**src/verilog/gpio_bd_defines.vh**
```
// register offsets, widths and reset values for the two-port gpio block
`ifndef GPIO_BD_DEFINES_VH
`define GPIO_BD_DEFINES_VH

// register indices as printed (not multiples of four: byte address = index * 4)
`define IDX_PORT_D_PIN_LEVELS    8'h10
`define IDX_PORT_D_DIRECTION     8'h11
`define IDX_PORT_D_OUTPUT_LATCH  8'h12
`define IDX_PORT_B_PIN_LEVELS    8'h16
`define IDX_PORT_B_DIRECTION     8'h17
`define IDX_PORT_B_OUTPUT_LATCH  8'h18
`define IDX_ALT_CONTROL          8'h20

// alternate-function control register fields
`define ALT_UART_TX_EN_BIT       0
`define ALT_UART_RX_EN_BIT       1
`define ALT_SERIAL_PROG_BIT      2
`define ALT_TIMER1_OUT_EN_BIT    3

// pin positions
`define B_COMP_POS_BIT           0
`define B_COMP_NEG_BIT           1
`define B_MATCH_OUT_BIT          3
`define B_PROG_DIN_BIT           5
`define B_PROG_DOUT_BIT          6
`define B_PROG_SCK_BIT           7
`define D_RXD_BIT                0
`define D_TXD_BIT                1
`define D_IRQ0_BIT               2
`define D_IRQ1_BIT               3
`define D_T0_BIT                 4
`define D_T1_BIT                 5
`define D_CAPTURE_BIT            6

// reset values
`define PORT_RESET_VALUE         8'h00
`define ALT_RESET_VALUE          4'h0
`define ZERO_WORD                32'h00000000

`endif

```
**src/verilog/dual_gpio_port_bd.v**
```verilog
// two-port gpio block (port b eight pins, port d seven pins) with apb register access
// Summary of operation
// - pin-level reads give synchronised pin levels; latch reads give stored latch
// - direction one drives latch value push-pull; direction zero makes pin input
// - pull-up on only for an input pin whose latch bit is one
// - reset tri-states every pin at once, with no clock needed
// - port d has seven pins; bit 7 of direction and pin levels reads zero
// - every pin input is synchronised before any reader sees it
// - port b bits 1,0 feed comparator inputs while input with pull-up off
// - uart transmit enable forces port d bit 1 to output transmit data
// - uart receive enable forces port d bit 0 input; latch still sets pull-up
// - port d bits 2,3 give synchronised levels as external irq 0 and 1
// - port d bits 4,5 give timer clocks; bit 6 gives capture input
// - serial programming uses port b bit 7 clock, 6 data out, 5 data in
// - pin-level addresses read only; latch and direction registers read/write
// - port b latch and direction are eight bits at 0x18, 0x17, reset zero
//
// Design decision made here: the APB slave port.
`timescale 1ns/1ps
`include "gpio_bd_defines.vh"
module dual_gpio_port_bd #(
    parameter B_WIDTH = 8,
    parameter D_WIDTH = 7
) (
    // clock and reset
    input  wire               clock_i,
    input  wire               rst_i,
    // apb slave
    input  wire               psel_i,
    input  wire               penable_i,
    input  wire               pwrite_i,
    input  wire [9:0]         paddr_i,
    input  wire [31:0]        pwdata_i,
    output wire [31:0]        prdata_o,
    output wire               pready_o,
    output wire               pslverr_o,
    // port b pins
    input  wire [B_WIDTH-1:0] b_pin_i,
    output wire [B_WIDTH-1:0] b_pin_o,
    output wire [B_WIDTH-1:0] b_pin_oe_o,
    output wire [B_WIDTH-1:0] b_pullup_o,
    // port d pins
    input  wire [D_WIDTH-1:0] d_pin_i,
    output wire [D_WIDTH-1:0] d_pin_o,
    output wire [D_WIDTH-1:0] d_pin_oe_o,
    output wire [D_WIDTH-1:0] d_pullup_o,
    // peripheral side
    input  wire               uart_txd_i,
    input  wire               timer1_match_out_i,
    input  wire               prog_dout_i,
    output wire               comparator_pos_in_o,
    output wire               comparator_neg_in_o,
    output wire               comparator_valid_o,
    output wire               uart_rxd_o,
    output wire               ext_irq_zero_o,
    output wire               ext_irq_one_o,
    output wire               timer0_ext_clock_o,
    output wire               timer1_ext_clock_o,
    output wire               capture_in_o,
    output wire               prog_sck_o,
    output wire               prog_din_o,
    output wire               uart_tx_en_o,
    output wire               uart_rx_en_o,
    output wire               serial_prog_o
);

    // software-visible state
    reg  [B_WIDTH-1:0] port_b_output_latch_ff;
    reg  [B_WIDTH-1:0] port_b_direction_ff;
    reg  [D_WIDTH-1:0] port_d_output_latch_ff;
    reg  [D_WIDTH-1:0] port_d_direction_ff;
    reg  [3:0]         alt_control_ff;
    reg  [31:0]        prdata_ff;
    reg  [31:0]        nxt_prdata;
    reg                pslverr_ff;
    reg                nxt_pslverr;

    wire [B_WIDTH-1:0] b_sync;
    wire [D_WIDTH-1:0] d_sync;
    wire [7:0]         reg_index;
    wire               addr_aligned;
    wire               access;
    wire               wr_strobe;
    wire               mapped;

    wire uart_tx_en    = alt_control_ff[`ALT_UART_TX_EN_BIT];
    wire uart_rx_en    = alt_control_ff[`ALT_UART_RX_EN_BIT];
    wire serial_prog   = alt_control_ff[`ALT_SERIAL_PROG_BIT];
    wire timer1_out_en = alt_control_ff[`ALT_TIMER1_OUT_EN_BIT];

    // pin inputs pass through two flops before any consumer
    pin_sync #(.WIDTH(B_WIDTH)) u_b_sync (
        .clock_i (clock_i),
        .rst_i   (rst_i),
        .async_i (b_pin_i),
        .sync_o  (b_sync)
    );

    pin_sync #(.WIDTH(D_WIDTH)) u_d_sync (
        .clock_i (clock_i),
        .rst_i   (rst_i),
        .async_i (d_pin_i),
        .sync_o  (d_sync)
    );

    // register map, byte address = index times four:
    //   0x40  port d pin levels, read only, bit 7 reads zero
    //   0x44  port d direction, bits 6..0, bit 7 reads zero
    //   0x48  port d output latch, bits 6..0
    //   0x58  port b pin levels, read only
    //   0x5C  port b direction, eight bits
    //   0x60  port b output latch, eight bits
    //   0x80  alternate-function control, four bits
    // everything else answers with an error and reads zero
    // writes to the two pin-level words are dropped silently,
    // since a stray store there must never disturb a pin
    // unaligned byte addresses are treated as unmapped so a
    // narrow master cannot hit a register by accident
    // upper address bits above the index are not decoded
    // because the bus is only ten bits wide
    //
    // apb decode: byte address is register index times four
    assign reg_index    = paddr_i[9:2];
    assign addr_aligned = (paddr_i[1:0] == 2'b00);
    assign access       = psel_i & penable_i;
    assign wr_strobe    = access & pwrite_i;
    assign mapped = addr_aligned &
                    ((reg_index == `IDX_PORT_D_PIN_LEVELS) ||
                     (reg_index == `IDX_PORT_D_DIRECTION) ||
                     (reg_index == `IDX_PORT_D_OUTPUT_LATCH) ||
                     (reg_index == `IDX_PORT_B_PIN_LEVELS) ||
                     (reg_index == `IDX_PORT_B_DIRECTION) ||
                     (reg_index == `IDX_PORT_B_OUTPUT_LATCH) ||
                     (reg_index == `IDX_ALT_CONTROL));

    // timing of a transfer:
    //   setup edge   read mux and error flag are captured
    //   access edge  write lands, master takes read data
    // read data is a flop so the pins never see a long path
    // from the synchronisers straight onto the bus
    // the trade-off is that a pin-level read returns the
    // value that stood at the setup edge, one cycle older
    // than a combinational mux would give
    // the error flag follows the same capture so both
    // stand unchanged for the whole access phase
    //
    // zero wait states: access phase completes in its first cycle
    assign pready_o  = 1'b1;
    assign prdata_o  = prdata_ff;
    assign pslverr_o = pslverr_ff;

    // read mux, sampled in the setup cycle so data is a flop in the access cycle
    always @* begin
        nxt_prdata  = `ZERO_WORD;
        nxt_pslverr = 1'b0;
        if (psel_i && !penable_i) begin
            nxt_pslverr = ~mapped;
            if (addr_aligned && !pwrite_i) begin
                case (reg_index)
                    `IDX_PORT_B_PIN_LEVELS:   nxt_prdata[B_WIDTH-1:0] = b_sync;
                    `IDX_PORT_B_OUTPUT_LATCH: nxt_prdata[B_WIDTH-1:0] = port_b_output_latch_ff;
                    `IDX_PORT_B_DIRECTION:    nxt_prdata[B_WIDTH-1:0] = port_b_direction_ff;
                    `IDX_PORT_D_PIN_LEVELS:   nxt_prdata[D_WIDTH-1:0] = d_sync;
                    `IDX_PORT_D_OUTPUT_LATCH: nxt_prdata[D_WIDTH-1:0] = port_d_output_latch_ff;
                    `IDX_PORT_D_DIRECTION:    nxt_prdata[D_WIDTH-1:0] = port_d_direction_ff;
                    `IDX_ALT_CONTROL:         nxt_prdata[3:0] = alt_control_ff;
                    default:                  nxt_prdata = `ZERO_WORD;
                endcase
            end
        end
    end

    // read data and error are held through the access phase
    always @(posedge clock_i or posedge rst_i) begin
        if (rst_i) begin
            prdata_ff  <= `ZERO_WORD;
            pslverr_ff <= 1'b0;
        end else if (psel_i && !penable_i) begin
            prdata_ff  <= nxt_prdata;
            pslverr_ff <= nxt_pslverr;
        end
    end

    // register writes; pin-level indices have no write path at all
    always @(posedge clock_i or posedge rst_i) begin
        if (rst_i) begin
            port_b_output_latch_ff <= `PORT_RESET_VALUE;
            port_b_direction_ff    <= `PORT_RESET_VALUE;
            port_d_output_latch_ff <= {D_WIDTH{1'b0}};
            port_d_direction_ff    <= {D_WIDTH{1'b0}};
            alt_control_ff         <= `ALT_RESET_VALUE;
        end else if (wr_strobe && addr_aligned) begin
            case (reg_index)
                `IDX_PORT_B_OUTPUT_LATCH: port_b_output_latch_ff <= pwdata_i[B_WIDTH-1:0];
                `IDX_PORT_B_DIRECTION:    port_b_direction_ff <= pwdata_i[B_WIDTH-1:0];
                `IDX_PORT_D_OUTPUT_LATCH: port_d_output_latch_ff <= pwdata_i[D_WIDTH-1:0];
                `IDX_PORT_D_DIRECTION:    port_d_direction_ff <= pwdata_i[D_WIDTH-1:0];
                `IDX_ALT_CONTROL:         alt_control_ff <= pwdata_i[3:0];
                default:                  alt_control_ff <= alt_control_ff;
            endcase
        end
    end

    // port b override priority, highest first:
    //   serial programming data out on bit 6 (forced output)
    //   timer match output on bit 3 (direction from software)
    //   plain latch value
    // the match output does not force the direction bit:
    // software must set it, otherwise the pin stays an input
    // and the timer value is simply not seen outside
    // programming clock and data in (bits 7 and 5) stay
    // inputs under software control; only their synchronised
    // levels are gated towards the programming logic
    // the pull-up follows the effective direction, so a
    // forced output never fights its own pull-up
    // oe and pull-up are masked by the reset level itself,
    // not only by the flops, so a reset with the clock
    // stopped still floats every pin
    //
    // port b drive; registers reset asynchronously so pins float at once
    genvar gi;
    generate
        for (gi = 0; gi < B_WIDTH; gi = gi + 1) begin : g_b
            wire is_prog_out = serial_prog && (gi == `B_PROG_DOUT_BIT);
            wire is_match    = timer1_out_en && (gi == `B_MATCH_OUT_BIT);
            wire dir_out     = port_b_direction_ff[gi] | is_prog_out;
            assign b_pin_oe_o[gi] = dir_out & ~rst_i;
            assign b_pin_o[gi]    = is_prog_out ? prog_dout_i :
                                    is_match    ? timer1_match_out_i :
                                    port_b_output_latch_ff[gi];
            assign b_pullup_o[gi] = ~dir_out & port_b_output_latch_ff[gi] & ~rst_i;
        end
    endgenerate

    // port d overrides:
    //   transmit enable forces bit 1 out with transmit data
    //   receive enable forces bit 0 in, whatever direction says
    // the receive pin keeps its latch-controlled pull-up so
    // an idle line can be held high without a board resistor
    // bits 2..6 have no drive overrides; their alternate uses
    // are all inputs and only tap the synchronised level
    // if both uart enables and the direction bits disagree
    // the forced setting wins, software cannot override it
    //
    // port d drive with uart overrides on bits 0 and 1
    generate
        for (gi = 0; gi < D_WIDTH; gi = gi + 1) begin : g_d
            wire force_out = uart_tx_en && (gi == `D_TXD_BIT);
            wire force_in  = uart_rx_en && (gi == `D_RXD_BIT);
            wire dir_out   = (port_d_direction_ff[gi] | force_out) & ~force_in;
            assign d_pin_oe_o[gi] = dir_out & ~rst_i;
            assign d_pin_o[gi]    = force_out ? uart_txd_i : port_d_output_latch_ff[gi];
            assign d_pullup_o[gi] = ~dir_out & port_d_output_latch_ff[gi] & ~rst_i;
        end
    endgenerate

    // comparator inputs valid only while both pins are inputs with pull-up off
    assign comparator_pos_in_o = b_sync[`B_COMP_POS_BIT];
    assign comparator_neg_in_o = b_sync[`B_COMP_NEG_BIT];
    assign comparator_valid_o  = ~port_b_direction_ff[`B_COMP_POS_BIT] &
                                 ~port_b_output_latch_ff[`B_COMP_POS_BIT] &
                                 ~port_b_direction_ff[`B_COMP_NEG_BIT] &
                                 ~port_b_output_latch_ff[`B_COMP_NEG_BIT];

    // alternate inputs always come from the second flop stage
    // so every consumer sees the same value in the same cycle
    // as a pin-level read would; a consumer wanting edges
    // must detect them itself on these levels
    // latency from pin to consumer is two clock edges
    // the interrupt, timer clock and capture taps are not
    // gated by direction: an output pin feeds back its own
    // drive, which software may use to raise an interrupt
    // the programming taps are gated so that a toggling
    // pin in normal use cannot look like a programming clock
    // mode enables are exported as registered levels so the
    // uart and programming logic need no decode of their own
    //
    // synchronised alternate inputs to other blocks
    assign uart_rxd_o         = d_sync[`D_RXD_BIT];
    assign ext_irq_zero_o     = d_sync[`D_IRQ0_BIT];
    assign ext_irq_one_o      = d_sync[`D_IRQ1_BIT];
    assign timer0_ext_clock_o = d_sync[`D_T0_BIT];
    assign timer1_ext_clock_o = d_sync[`D_T1_BIT];
    assign capture_in_o       = d_sync[`D_CAPTURE_BIT];
    assign prog_sck_o         = serial_prog & b_sync[`B_PROG_SCK_BIT];
    assign prog_din_o         = serial_prog & b_sync[`B_PROG_DIN_BIT];
    assign uart_tx_en_o       = uart_tx_en;
    assign uart_rx_en_o       = uart_rx_en;
    assign serial_prog_o      = serial_prog;

endmodule

```
**src/verilog/pin_sync.v**
```verilog
// two-flop synchroniser for a group of pin inputs
`timescale 1ns/1ps
module pin_sync #(
    parameter WIDTH = 8
) (
    // clock and reset
    input  wire             clock_i,
    input  wire             rst_i,
    // raw and synchronised levels
    input  wire [WIDTH-1:0] async_i,
    output wire [WIDTH-1:0] sync_o
);

    reg [WIDTH-1:0] stage1_ff;
    reg [WIDTH-1:0] stage2_ff;

    // first stage feeds only the second stage
    always @(posedge clock_i or posedge rst_i) begin
        if (rst_i) begin
            stage1_ff <= {WIDTH{1'b0}};
            stage2_ff <= {WIDTH{1'b0}};
        end else begin
            stage1_ff <= async_i;
            stage2_ff <= stage1_ff;
        end
    end

    assign sync_o = stage2_ff;

endmodule
```
**config.mk**
```make
export PLATFORM = sky130hd
export DESIGN_NAME = dual_gpio_port_bd
export DESIGN_NICKNAME = d
export VERILOG_FILES = /design/src/verilog/dual_gpio_port_bd.v /design/src/verilog/pin_sync.v
export VERILOG_INCLUDE_DIRS = /design/src /design/src/verilog
export SDC_FILE = /design/constraint.sdc
export NUM_CORES = 1
export LEC_CHECK = 0
export ABC_CLOCK_PERIOD_IN_PS = 2300
export BUFFER_PORTS_ARGS = -buffer_cell sky130_fd_sc_hd__buf_4
export CORE_UTILIZATION = 30
export CTS_CLUSTER_SIZE = 24
export DETAILED_ROUTE_END_ITERATION = 8
export PLACE_DENSITY = 0.66
export SYNTH_ARGS = -nofsm -noshare
export SYNTH_HDL_FRONTEND = slang
export SYNTH_SLANG_ARGS = --single-unit
```
**constraint.sdc**
```tcl
create_clock -name clock_i -period 2.3 [get_ports clock_i]
set_input_delay 0.115 -clock clock_i [delete_from_list [all_inputs] [get_ports clock_i]]
set_output_delay 0.115 -clock clock_i [all_outputs]
set_load 0.005 [all_outputs]
```
## Yosys cells after proc, flatten, opt, wreduce, memory -nomap -nowiden

Cells that the tools add are included.

- Memory bits (writable): 0
- Memories kept: 0
- Logic and storage cells: 118
- Bits in latches: 0
- ROM bits: 0
- Bits in registers: 97
- Bits of input ports: 65

- $mul: 0
- Add/sub/neg operators: 0
- Reductions and logical operators: 17
- Order comparisons: 0
- Div/mod/pow operators: 0
- Bitwise gates (word level): 76
- Muxes and demuxes: 7
- Equality and inequality tests: 7
- Shift operators: 0

Operators by type and width:

| cell | count |
|---|---|
| $and A1 B1 Y1 | 54 |
| $eq A8 B5 Y1 const B | 6 |
| $pmux W4 S7 | 1 |
| $not A1 Y1 | 20 |
| $pmux W3 S6 | 1 |
| $reduce_and A2 Y1 | 5 |
| $eq A8 B6 Y1 const B | 1 |
| $mux W8 | 1 |
| $logic_or A1 B1 Y1 | 6 |
| $logic_and A1 B1 Y1 | 3 |
| $mux W1 | 3 |
| $pmux W1 S3 | 1 |
| $logic_not A1 Y1 | 2 |
| $logic_not A2 Y1 | 1 |
| $or A1 B1 Y1 | 2 |

## Longest topological paths before layout

Gate-level depths: netlist of the first run.

- Depth in word-level cells: 9
- Gate-level depth with buffers: 7
- Mapped depth without buffers: 5

## Hierarchy

A second synthesis of the first run with hierarchy kept.

- Cells, all modules: 296
- Area, all modules: 3579.7 µm²

By module, submodules not included:

| module | area an instance (µm²) | instances | cells each |
|---|---|---|---|
| dual_gpio_port_bd | 2821.5 | 1 | 264 |
| pin_sync at u_b_sync | 404.1 | 1 | 17 |
| pin_sync at u_d_sync | 354.1 | 1 | 15 |

## Worst setup path after synthesis of the first run

OpenSTA, ideal clock, no wires.

- Path kind: in2out
- Start: input rst_i
- End: output b_pullup_o[6]
- Stages: 3
- Arrival time: 2.221 ns
- Data required time: 2.185 ns
- Slack: -0.036 ns
- Path buffers: 1
- Path through: clkbuf_1 > inv_1 > and3_1

- Cells in the longest elaborated chain, start to end: 2

RTL lines:

| element | line | source |
|---|---|---|
| from (decl) | dual_gpio_port_bd.v:27 | `input wire rst_i,` |
| $not A1 Y1 | dual_gpio_port_bd.v:231 | `assign b_pullup_o[gi] = ~dir_out & port_b_output_latch_ff[gi] & ~rst_i;` |
| $and A1 B1 Y1 | dual_gpio_port_bd.v:231 |  |
| to (decl) | dual_gpio_port_bd.v:41 | `output wire [B_WIDTH-1:0] b_pullup_o,` |

Every way passes these cells.

## Worst setup path after layout of the first run

Same ends and word-level chain as after synthesis.

==> results of run 1 <==
==> worst register-to-register path: cells and delay by family (launching register included) <==
| kind | cells | cell delay, ps |
|---|---|---|
| compound gates | 4 | 530 |
| simple gates | 1 | 430 |
| flops | 1 | 340 |
==> layout make-up <==
type	count	area, sq um	share of cell area (%)
repair buffers	128	1000	20.6
flip-flops and latches	73	1830	37.6
inverters	2	11.3	0.232
clock inverters	6	105	2.16
multi-input cells	199	1500	30.8
clock buffers	10	239	4.92
well taps	143	179	3.68
==> sequential cells by signal (all words and copies together) (netlist names) <==
register	count
port_b_direction_ff	8
port_b_output_latch_ff	8
prdata_o	8
u_b_sync.stage1_ff	8
u_b_sync.sync_o	8
port_d_direction_ff	7
port_d_output_latch_ff	7
u_d_sync.stage1_ff	7
u_d_sync.sync_o	7
alt_control_ff	4
pslverr_o	1
==> how the worst min path moves through the flow <==
| stage | depth (start not counted) | end | slack (ps) |
|---|---|---|---|
| after floorplan | 0 | u_b_sync.stage1_ff[0]$_DFF_PP0_ | 150 |
| after global placement | 1 | u_d_sync.stage1_ff[4]$_DFF_PP0_ | 220 |
| after detailed placement | 1 | u_b_sync.stage1_ff[0]$_DFF_PP0_ | 230 |
| after CTS | 2 | port_b_direction_ff[7]$_DFFE_PP0P_ | 6 |
| after global routing | 2 | port_b_output_latch_ff[7]$_DFFE_PP0P_ | 9 |
| final | 2 | port_d_output_latch_ff[5]$_DFFE_PP0P_ | 10 |
==> placed cells by master (no fill, tap or decap), types with 2 or more instances in the layout <==
cell type	Yosys	final
a31oi_1	3	3
nor2_2	3	3
nand2_1	12	12
nor3b_1	13	13
o21ai_1	7	7
nor3_1	2	2
buf_4	38	112
bufinv_16	0	3
conb_1	2	25
nor4_1	2	2
a21oi_1	6	6
mux2_2	14	14
mux2_1	22	22
clkbuf_16	0	9
mux2i_1	4	4
a32oi_1	4	4
nand3_2	2	2
nand4_1	3	3
nand2b_1	2	2
nor2b_1	13	13
dlygate4sd3_1	0	16
nor2_1	10	10
o22ai_1	3	3
and2_1	5	5
dfrtp_1	73	73
a22o_1	7	7
and3_1	6	6
a221oi_1	2	2
clkinv_2	0	3
mux2_4	4	4
a22oi_1	4	4
nand2_2	2	2
==> report_power, final <==
| group | leakage, uW | internal (uW) | switching (uW) |
|---|---|---|---|
| combinational | 0.00129 | 108 | 127 |
| sequential | 0.000948 | 1320 | 14.3 |
| clock | 0.000172 | 1080 | 519 |
| total | 0.00241 | 2510 | 660 |
==> cell families after synthesis <==
family / count (synthesis)
AND/OR/NAND/NOR: 89
flip-flops: 73
multiplexers: 44
AO/OA/AOI/OAI: 41
buffers and inverters: 50
other: 2
==> metrics by stage <==
stage / cell area [sq um] / hold WS, ps / worst slack, ps / power (uW)
6_report: 4860 / 14.9 / 311 / 3170
4_1_cts: 4860 / 6.48 / 259 / 3200
3_3_place_gp: 4350 / 225 / 460 / 1560
2_1_floorplan: 3680 / 146 / 116 / 1480
3_5_place_dp: 4350 / 225 / 451 / 1570
5_1_grt: 4860 / 9.43 / 173 / 3270
==> metal layers <==
layer / share of wire, % / wire [um] / vias to the layer above / global-route usage [%]
met5: 0 / 0 / - / 0
met4: 1.8 / 171 / 0 / 6.85
met3: 6.4 / 598 / 15 / 3.65
met2: 47 / 4420 / 116 / 24.7
met1: 45 / 4210 / 1291 / 20.4
li1: - / - / 1237 / -
==> summary.txt, run 1 <==
Top Ports - 158
CP Launch Type - primary input
Number of CTS-inserted buffers - 9
R2R Path End - prdata_o[3]$_DFFE_PP0P_
Critical path depth in cells - 5
Peak VDD IR - 385 uV
Antenna violations before repair - 0
Inst Count DP - 529
Post-Synth XOR/XNOR Area - 0%
Final slew viol count - 0
Crit path buf inv count - 4
Area Overhead vs Synth - 35.5%
Dpl hpwl - 6690 um
Synth top area share - 50.9%
Final WL - 9390 um
Crit path DAT - 1870 ps
Syn Area/Cell - 12.0 sq um
Diode count - 0
Hold Vio Cnt, Final - 0
FF+latch count, synth - 73
Initial DRC Count - 131
Crit path max-delay family - buffers and inverters
Final #Nets - 478
Post-synth cell types - 52
Setup crit end - b_pullup_o[6]
Core Area - 11500 sq um
Slew margin rel. - 59.2%
Largest net degree at the start of global routing - 37
Pwr dens - 652 nW/um^2
Worst hold path class - primary input to flop
CTS tree - done
Final setup TNS - 0 ps
Combinational family with the most area after synthesis - simple AND/OR/NAND/NOR gates
Via/cell ratio - 4.74
Synth Area in Compound Gates - 8.06%
Non-Filler Instances - 561
Post-synth ARST share - 100%
Status - complete, but fails checks
Crit-path cells - dlygate4sd3_1 > buf_4 > clkinvlp_4 > and3_1 > buf_4
Failing checks - DRC
Critical path type - primary input to output port
Measured slew at the worst slew-check pin - 606 ps
Clock latency on the worst-skew pair - 340 ps
Vias - 2659
Most used flip-flop cell after synthesis - dfrtp_1
PortBufs - 108
Die Width - 111 um
Post-CTS Setup Inserts - 0
Mux contribution to synthesized area - 14.1%
Reg clk slew, reported paths - 60 ps
Count leader, synth - dfrtp_1
Max cap viols - 0
Initial Utilization - 31.1%
Global-route wire length before repair - 14600 um
Simple-Gate Fraction of Synth Area - 17.0%
Flop2flop setup slack - 920 ps
Syn. warnings - 0
Tot GR Track Use - 15.6%
CP startpoint - rst_i
RSZ-0062 raised after global routing - false
Critical path required time - 2180 ps
Vias in the first global route - 2646
Final worst-path cycle share - 86.5%
Die Ht - 111 um
TritonRoute pass-1 iters - 7
Leakage - 0.00241 uW
CTS sink cnt - 73
Period minus WS final - 1990 ps
Resize count post-CTS - 0
Routability cong. - 0.822
Worst path slowest cell - dlygate4sd3_1
Overflow after GRT - 0
FP Rows - 39
Worst Setup End Kind - output port
Max Root-Sink Buffers - 2
Max Fclk - 503 MHz
Most instantiated cells after synthesis - dfrtp_1, buf_4, mux2_1
Layout cells sized above 1 - 38.8%
Max stage delay on crit path - 520 ps
Die ar. - 12400 sq um
DRC Markers - 24
Area leader, netlist - dfrtp_1
Cell area after synthesis - 3590 sq um
Fin Clk Skew - 6.18 ps
Synthesized instance count - 299
Min-delay src - pwdata_i[5]
Top cells by area, synth - dfrtp_1, buf_4, mux2_1
EDFF count, synth - 0
Antenna-violating nets left - 0
Fillers - 1099
CP max FO - 28
Hold buffer count at CTS - 16
Fin util - 42.2%
Synth Area in Adders - 0%
FF-to-FF Start - u_d_sync.sync_o[3]$_DFF_PP0_
H-tree levels - 3
# setup viols final - 0
Top cell by count, worst path - buf_4
Reg2reg path depth - 5
Clock root cell - clkbuf_16
WL/cell - 16.7 um
Sequential area share after synthesis - 50.9%
No activity file was read; power rests on OpenSTA's default activity.
==> inputs of run 2 (changes only) <==
HOLD_SLACK_MARGIN = 0.1   (was unset)
==> summary.txt, run 2 (synthesis gave the netlist of run 1 again) <==
Die Width - 111 um (unchanged)
Layout cells sized above 1 - 38.0% (was 38.8%)
Antenna violations before repair - 0 (unchanged)
Flop2flop setup slack - 920 ps (about the same)
Critical path required time - 2180 ps (about the same)
Placed cell areas - 4350 sq um (unchanged)
Power share of the combinational group - 7.8% (was 7.4%)
Hold Slack - 119 ps (was 14.9 ps)
P_int - 2510 uW (about the same)
CP max FO - 28 (unchanged)
Final #Nets - 486 (was 478)
Commonest non-fill, non-tap cell in the layout - buf_4 (unchanged)
H-tree levels - 3 (unchanged)
Worst path slowest cell - dlygate4sd3_1 (unchanged)
CP Launch Type - primary input (unchanged)
Non-Filler Instances - 569 (was 561)
Antenna-violating nets left - 0 (unchanged)
Vias - 2687 (was 2659)
Post-route cell area - 4940 sq um (was 4860 sq um)
RSZ-0062 raised after global routing - false (unchanged)
Crit path buf inv count - 4 (unchanged)
Vias in the first global route - 2678 (was 2646)
Final setup TNS - 0 ps (unchanged)
DRC Markers - 24 (unchanged)
Reg clk slew, reported paths - 50 ps (was 60 ps)
FP Rows - 39 (unchanged)
Final worst slack - 306 ps (was 311 ps)
Final worst-path cycle share - 86.7% (was 86.5%)
Clock root cell - clkbuf_16 (unchanged)
Worst hold stages - 4 (was 2)
Crit path max-delay family - buffers and inverters (unchanged)
TritonRoute pass-1 iters - 7 (unchanged)
# setup viols final - 0 (unchanged)
Die ar. - 12400 sq um (unchanged)
Tot GR Track Use - 15.8% (was 15.6%)
CTS tree - done (unchanged)
Top Ports - 158 (unchanged)
Overflow after GRT - 0 (unchanged)
Pwr dens - 643 nW/um^2 (was 652 nW/um^2)
Routability cong. - 0.822 (unchanged)
Crit-path cells - dlygate4sd3_1 > buf_4 > clkinvlp_4 > and3_1 > buf_4 (unchanged)
Register area - 1830 sq um (unchanged)
Leakage - 0.00245 uW (was 0.00241 uW)
Top cell by count, worst path - buf_4 (unchanged)
Peak VDD IR - 384 uV (was 385 uV)
Area Overhead vs Synth - 37.7% (was 35.5%)
Largest net degree at the start of global routing - 37 (unchanged)
Initial Utilization - 31.1% (unchanged)
Period minus WS final - 1990 ps (about the same)
Max cap viols - 0 (unchanged)
Leading cell types in the layout, fill and taps excluded - buf_4, dfrtp_1, conb_1 (unchanged)
Status - complete, but fails checks (unchanged)
Critical path type - primary input to output port (unchanged)
WL/cell - 16.8 um (was 16.7 um)
Inst Count DP - 529 (unchanged)
Global-route wire length before repair - 14800 um (was 14600 um)
Crit path DAT - 1880 ps (was 1870 ps)
Number of CTS-inserted buffers - 9 (unchanged)
Initial DRC Count - 113 (was 131)
Measured slew at the worst slew-check pin - 624 ps (was 606 ps)
Max stage delay on crit path - 520 ps (about the same)
Failing checks - DRC (unchanged)
Final WL - 9550 um (was 9390 um)
CTS sink cnt - 73 (unchanged)
PortBufs - 108 (unchanged)
Sw Pwr - 660 uW (about the same)
Reg2reg path depth - 5 (unchanged)
Max Root-Sink Buffers - 2 (unchanged)
Fin Clk Skew - 6.11 ps (was 6.18 ps)
Core Area - 11500 sq um (unchanged)
Placement Setup Slack - 451 ps (unchanged)
Worst Setup End Kind - output port (unchanged)
Final slew viol count - 0 (unchanged)
Dpl hpwl - 6690 um (unchanged)
Diode count - 0 (unchanged)
Worst hold path class - primary input to flop (unchanged)
Clock Power Share - 50.3% (was 50.5%)
Post-CTS Setup Inserts - 0 (unchanged)
Max Fclk - 501 MHz (was 503 MHz)
Slew margin rel. - 58.0% (was 59.2%)
Multi-input gate area - 1500 sq um (unchanged)
Via/cell ratio - 4.72 (was 4.74)
Hold Vio Cnt, Final - 0 (unchanged)
Clock latency on the worst-skew pair - 340 ps (about the same)
Sequential Power Share - 41.9% (was 42.0%)
Die Ht - 111 um (unchanged)
Fillers - 1093 (was 1099)
Switch share - 20.8% (about the same)
Resize count post-CTS - 0 (unchanged)
Hold buffer count at CTS - 24 (was 16)
Critical path depth in cells - 5 (unchanged)
==> run 2: worst reg2reg max path, cell delays in order, from the launching register on <==
cell and delay [ps]:
dfrtp_1 340, or4b_1 430, a31oi_1 150, a31oi_1 70, o21a_1 200, o21ai_1 100
==> run 2: final timing paths <==
kind	from	to
worst max-delay path	rst_i	b_pullup_o[6]
worst min-delay path	paddr_i[9]	prdata_o[2]$_DFFE_PP0P_
worst max register to register	u_d_sync.sync_o[3]$_DFF_PP0_	prdata_o[3]$_DFFE_PP0P_
worst min register to register	u_b_sync.stage1_ff[0]$_DFF_PP0_	u_b_sync.sync_o[0]$_DFF_PP0_
max in group asynchronous	rst_i	u_b_sync.sync_o[3]$_DFF_PP0_
min in group asynchronous	rst_i	u_d_sync.sync_o[1]$_DFF_PP0_
==> run 2: per-stage QoR <==
stage / total power (uW) / utilization, %
after floorplan: 1480 / -
after global placement: 1560 / 37.8
after detailed placement: 1570 / 37.8
after CTS: 3210 / 42.9
after global routing: 3280 / 42.9
final: 3180 / 42.9
==> run 2: power groups by stage <==
stage               registers (uW)  logic [uW]  clock network (uW)
finish                        1330         247                1600
global route                  1330         270                1680
CTS                           1330         249                1630
detailed placement            1350         215                   0
global placement              1350         211                   0
floorplan                     1350         131                   0
==> run 2: area by class of cell <==
class	instances	area share [%]
Timing Repair Buffer	136	21.9
Clock inverter	6	2.13
Clock buffer	10	4.84
Multi-Input combinational cell	199	30.3
Sequential cell	73	37.0
Tap cell	143	3.62
Inverter	2	0.228
==> run 2: layer usage <==
metal  vias to the layer above  track usage (%)  share of wire, %
met4                         0             7.03               2.0
li1                       1254                -                 -
met3                        16             3.59               5.6
met5                         -                0                 0
met1                      1307             20.6                46
met2                       110             25.2                47
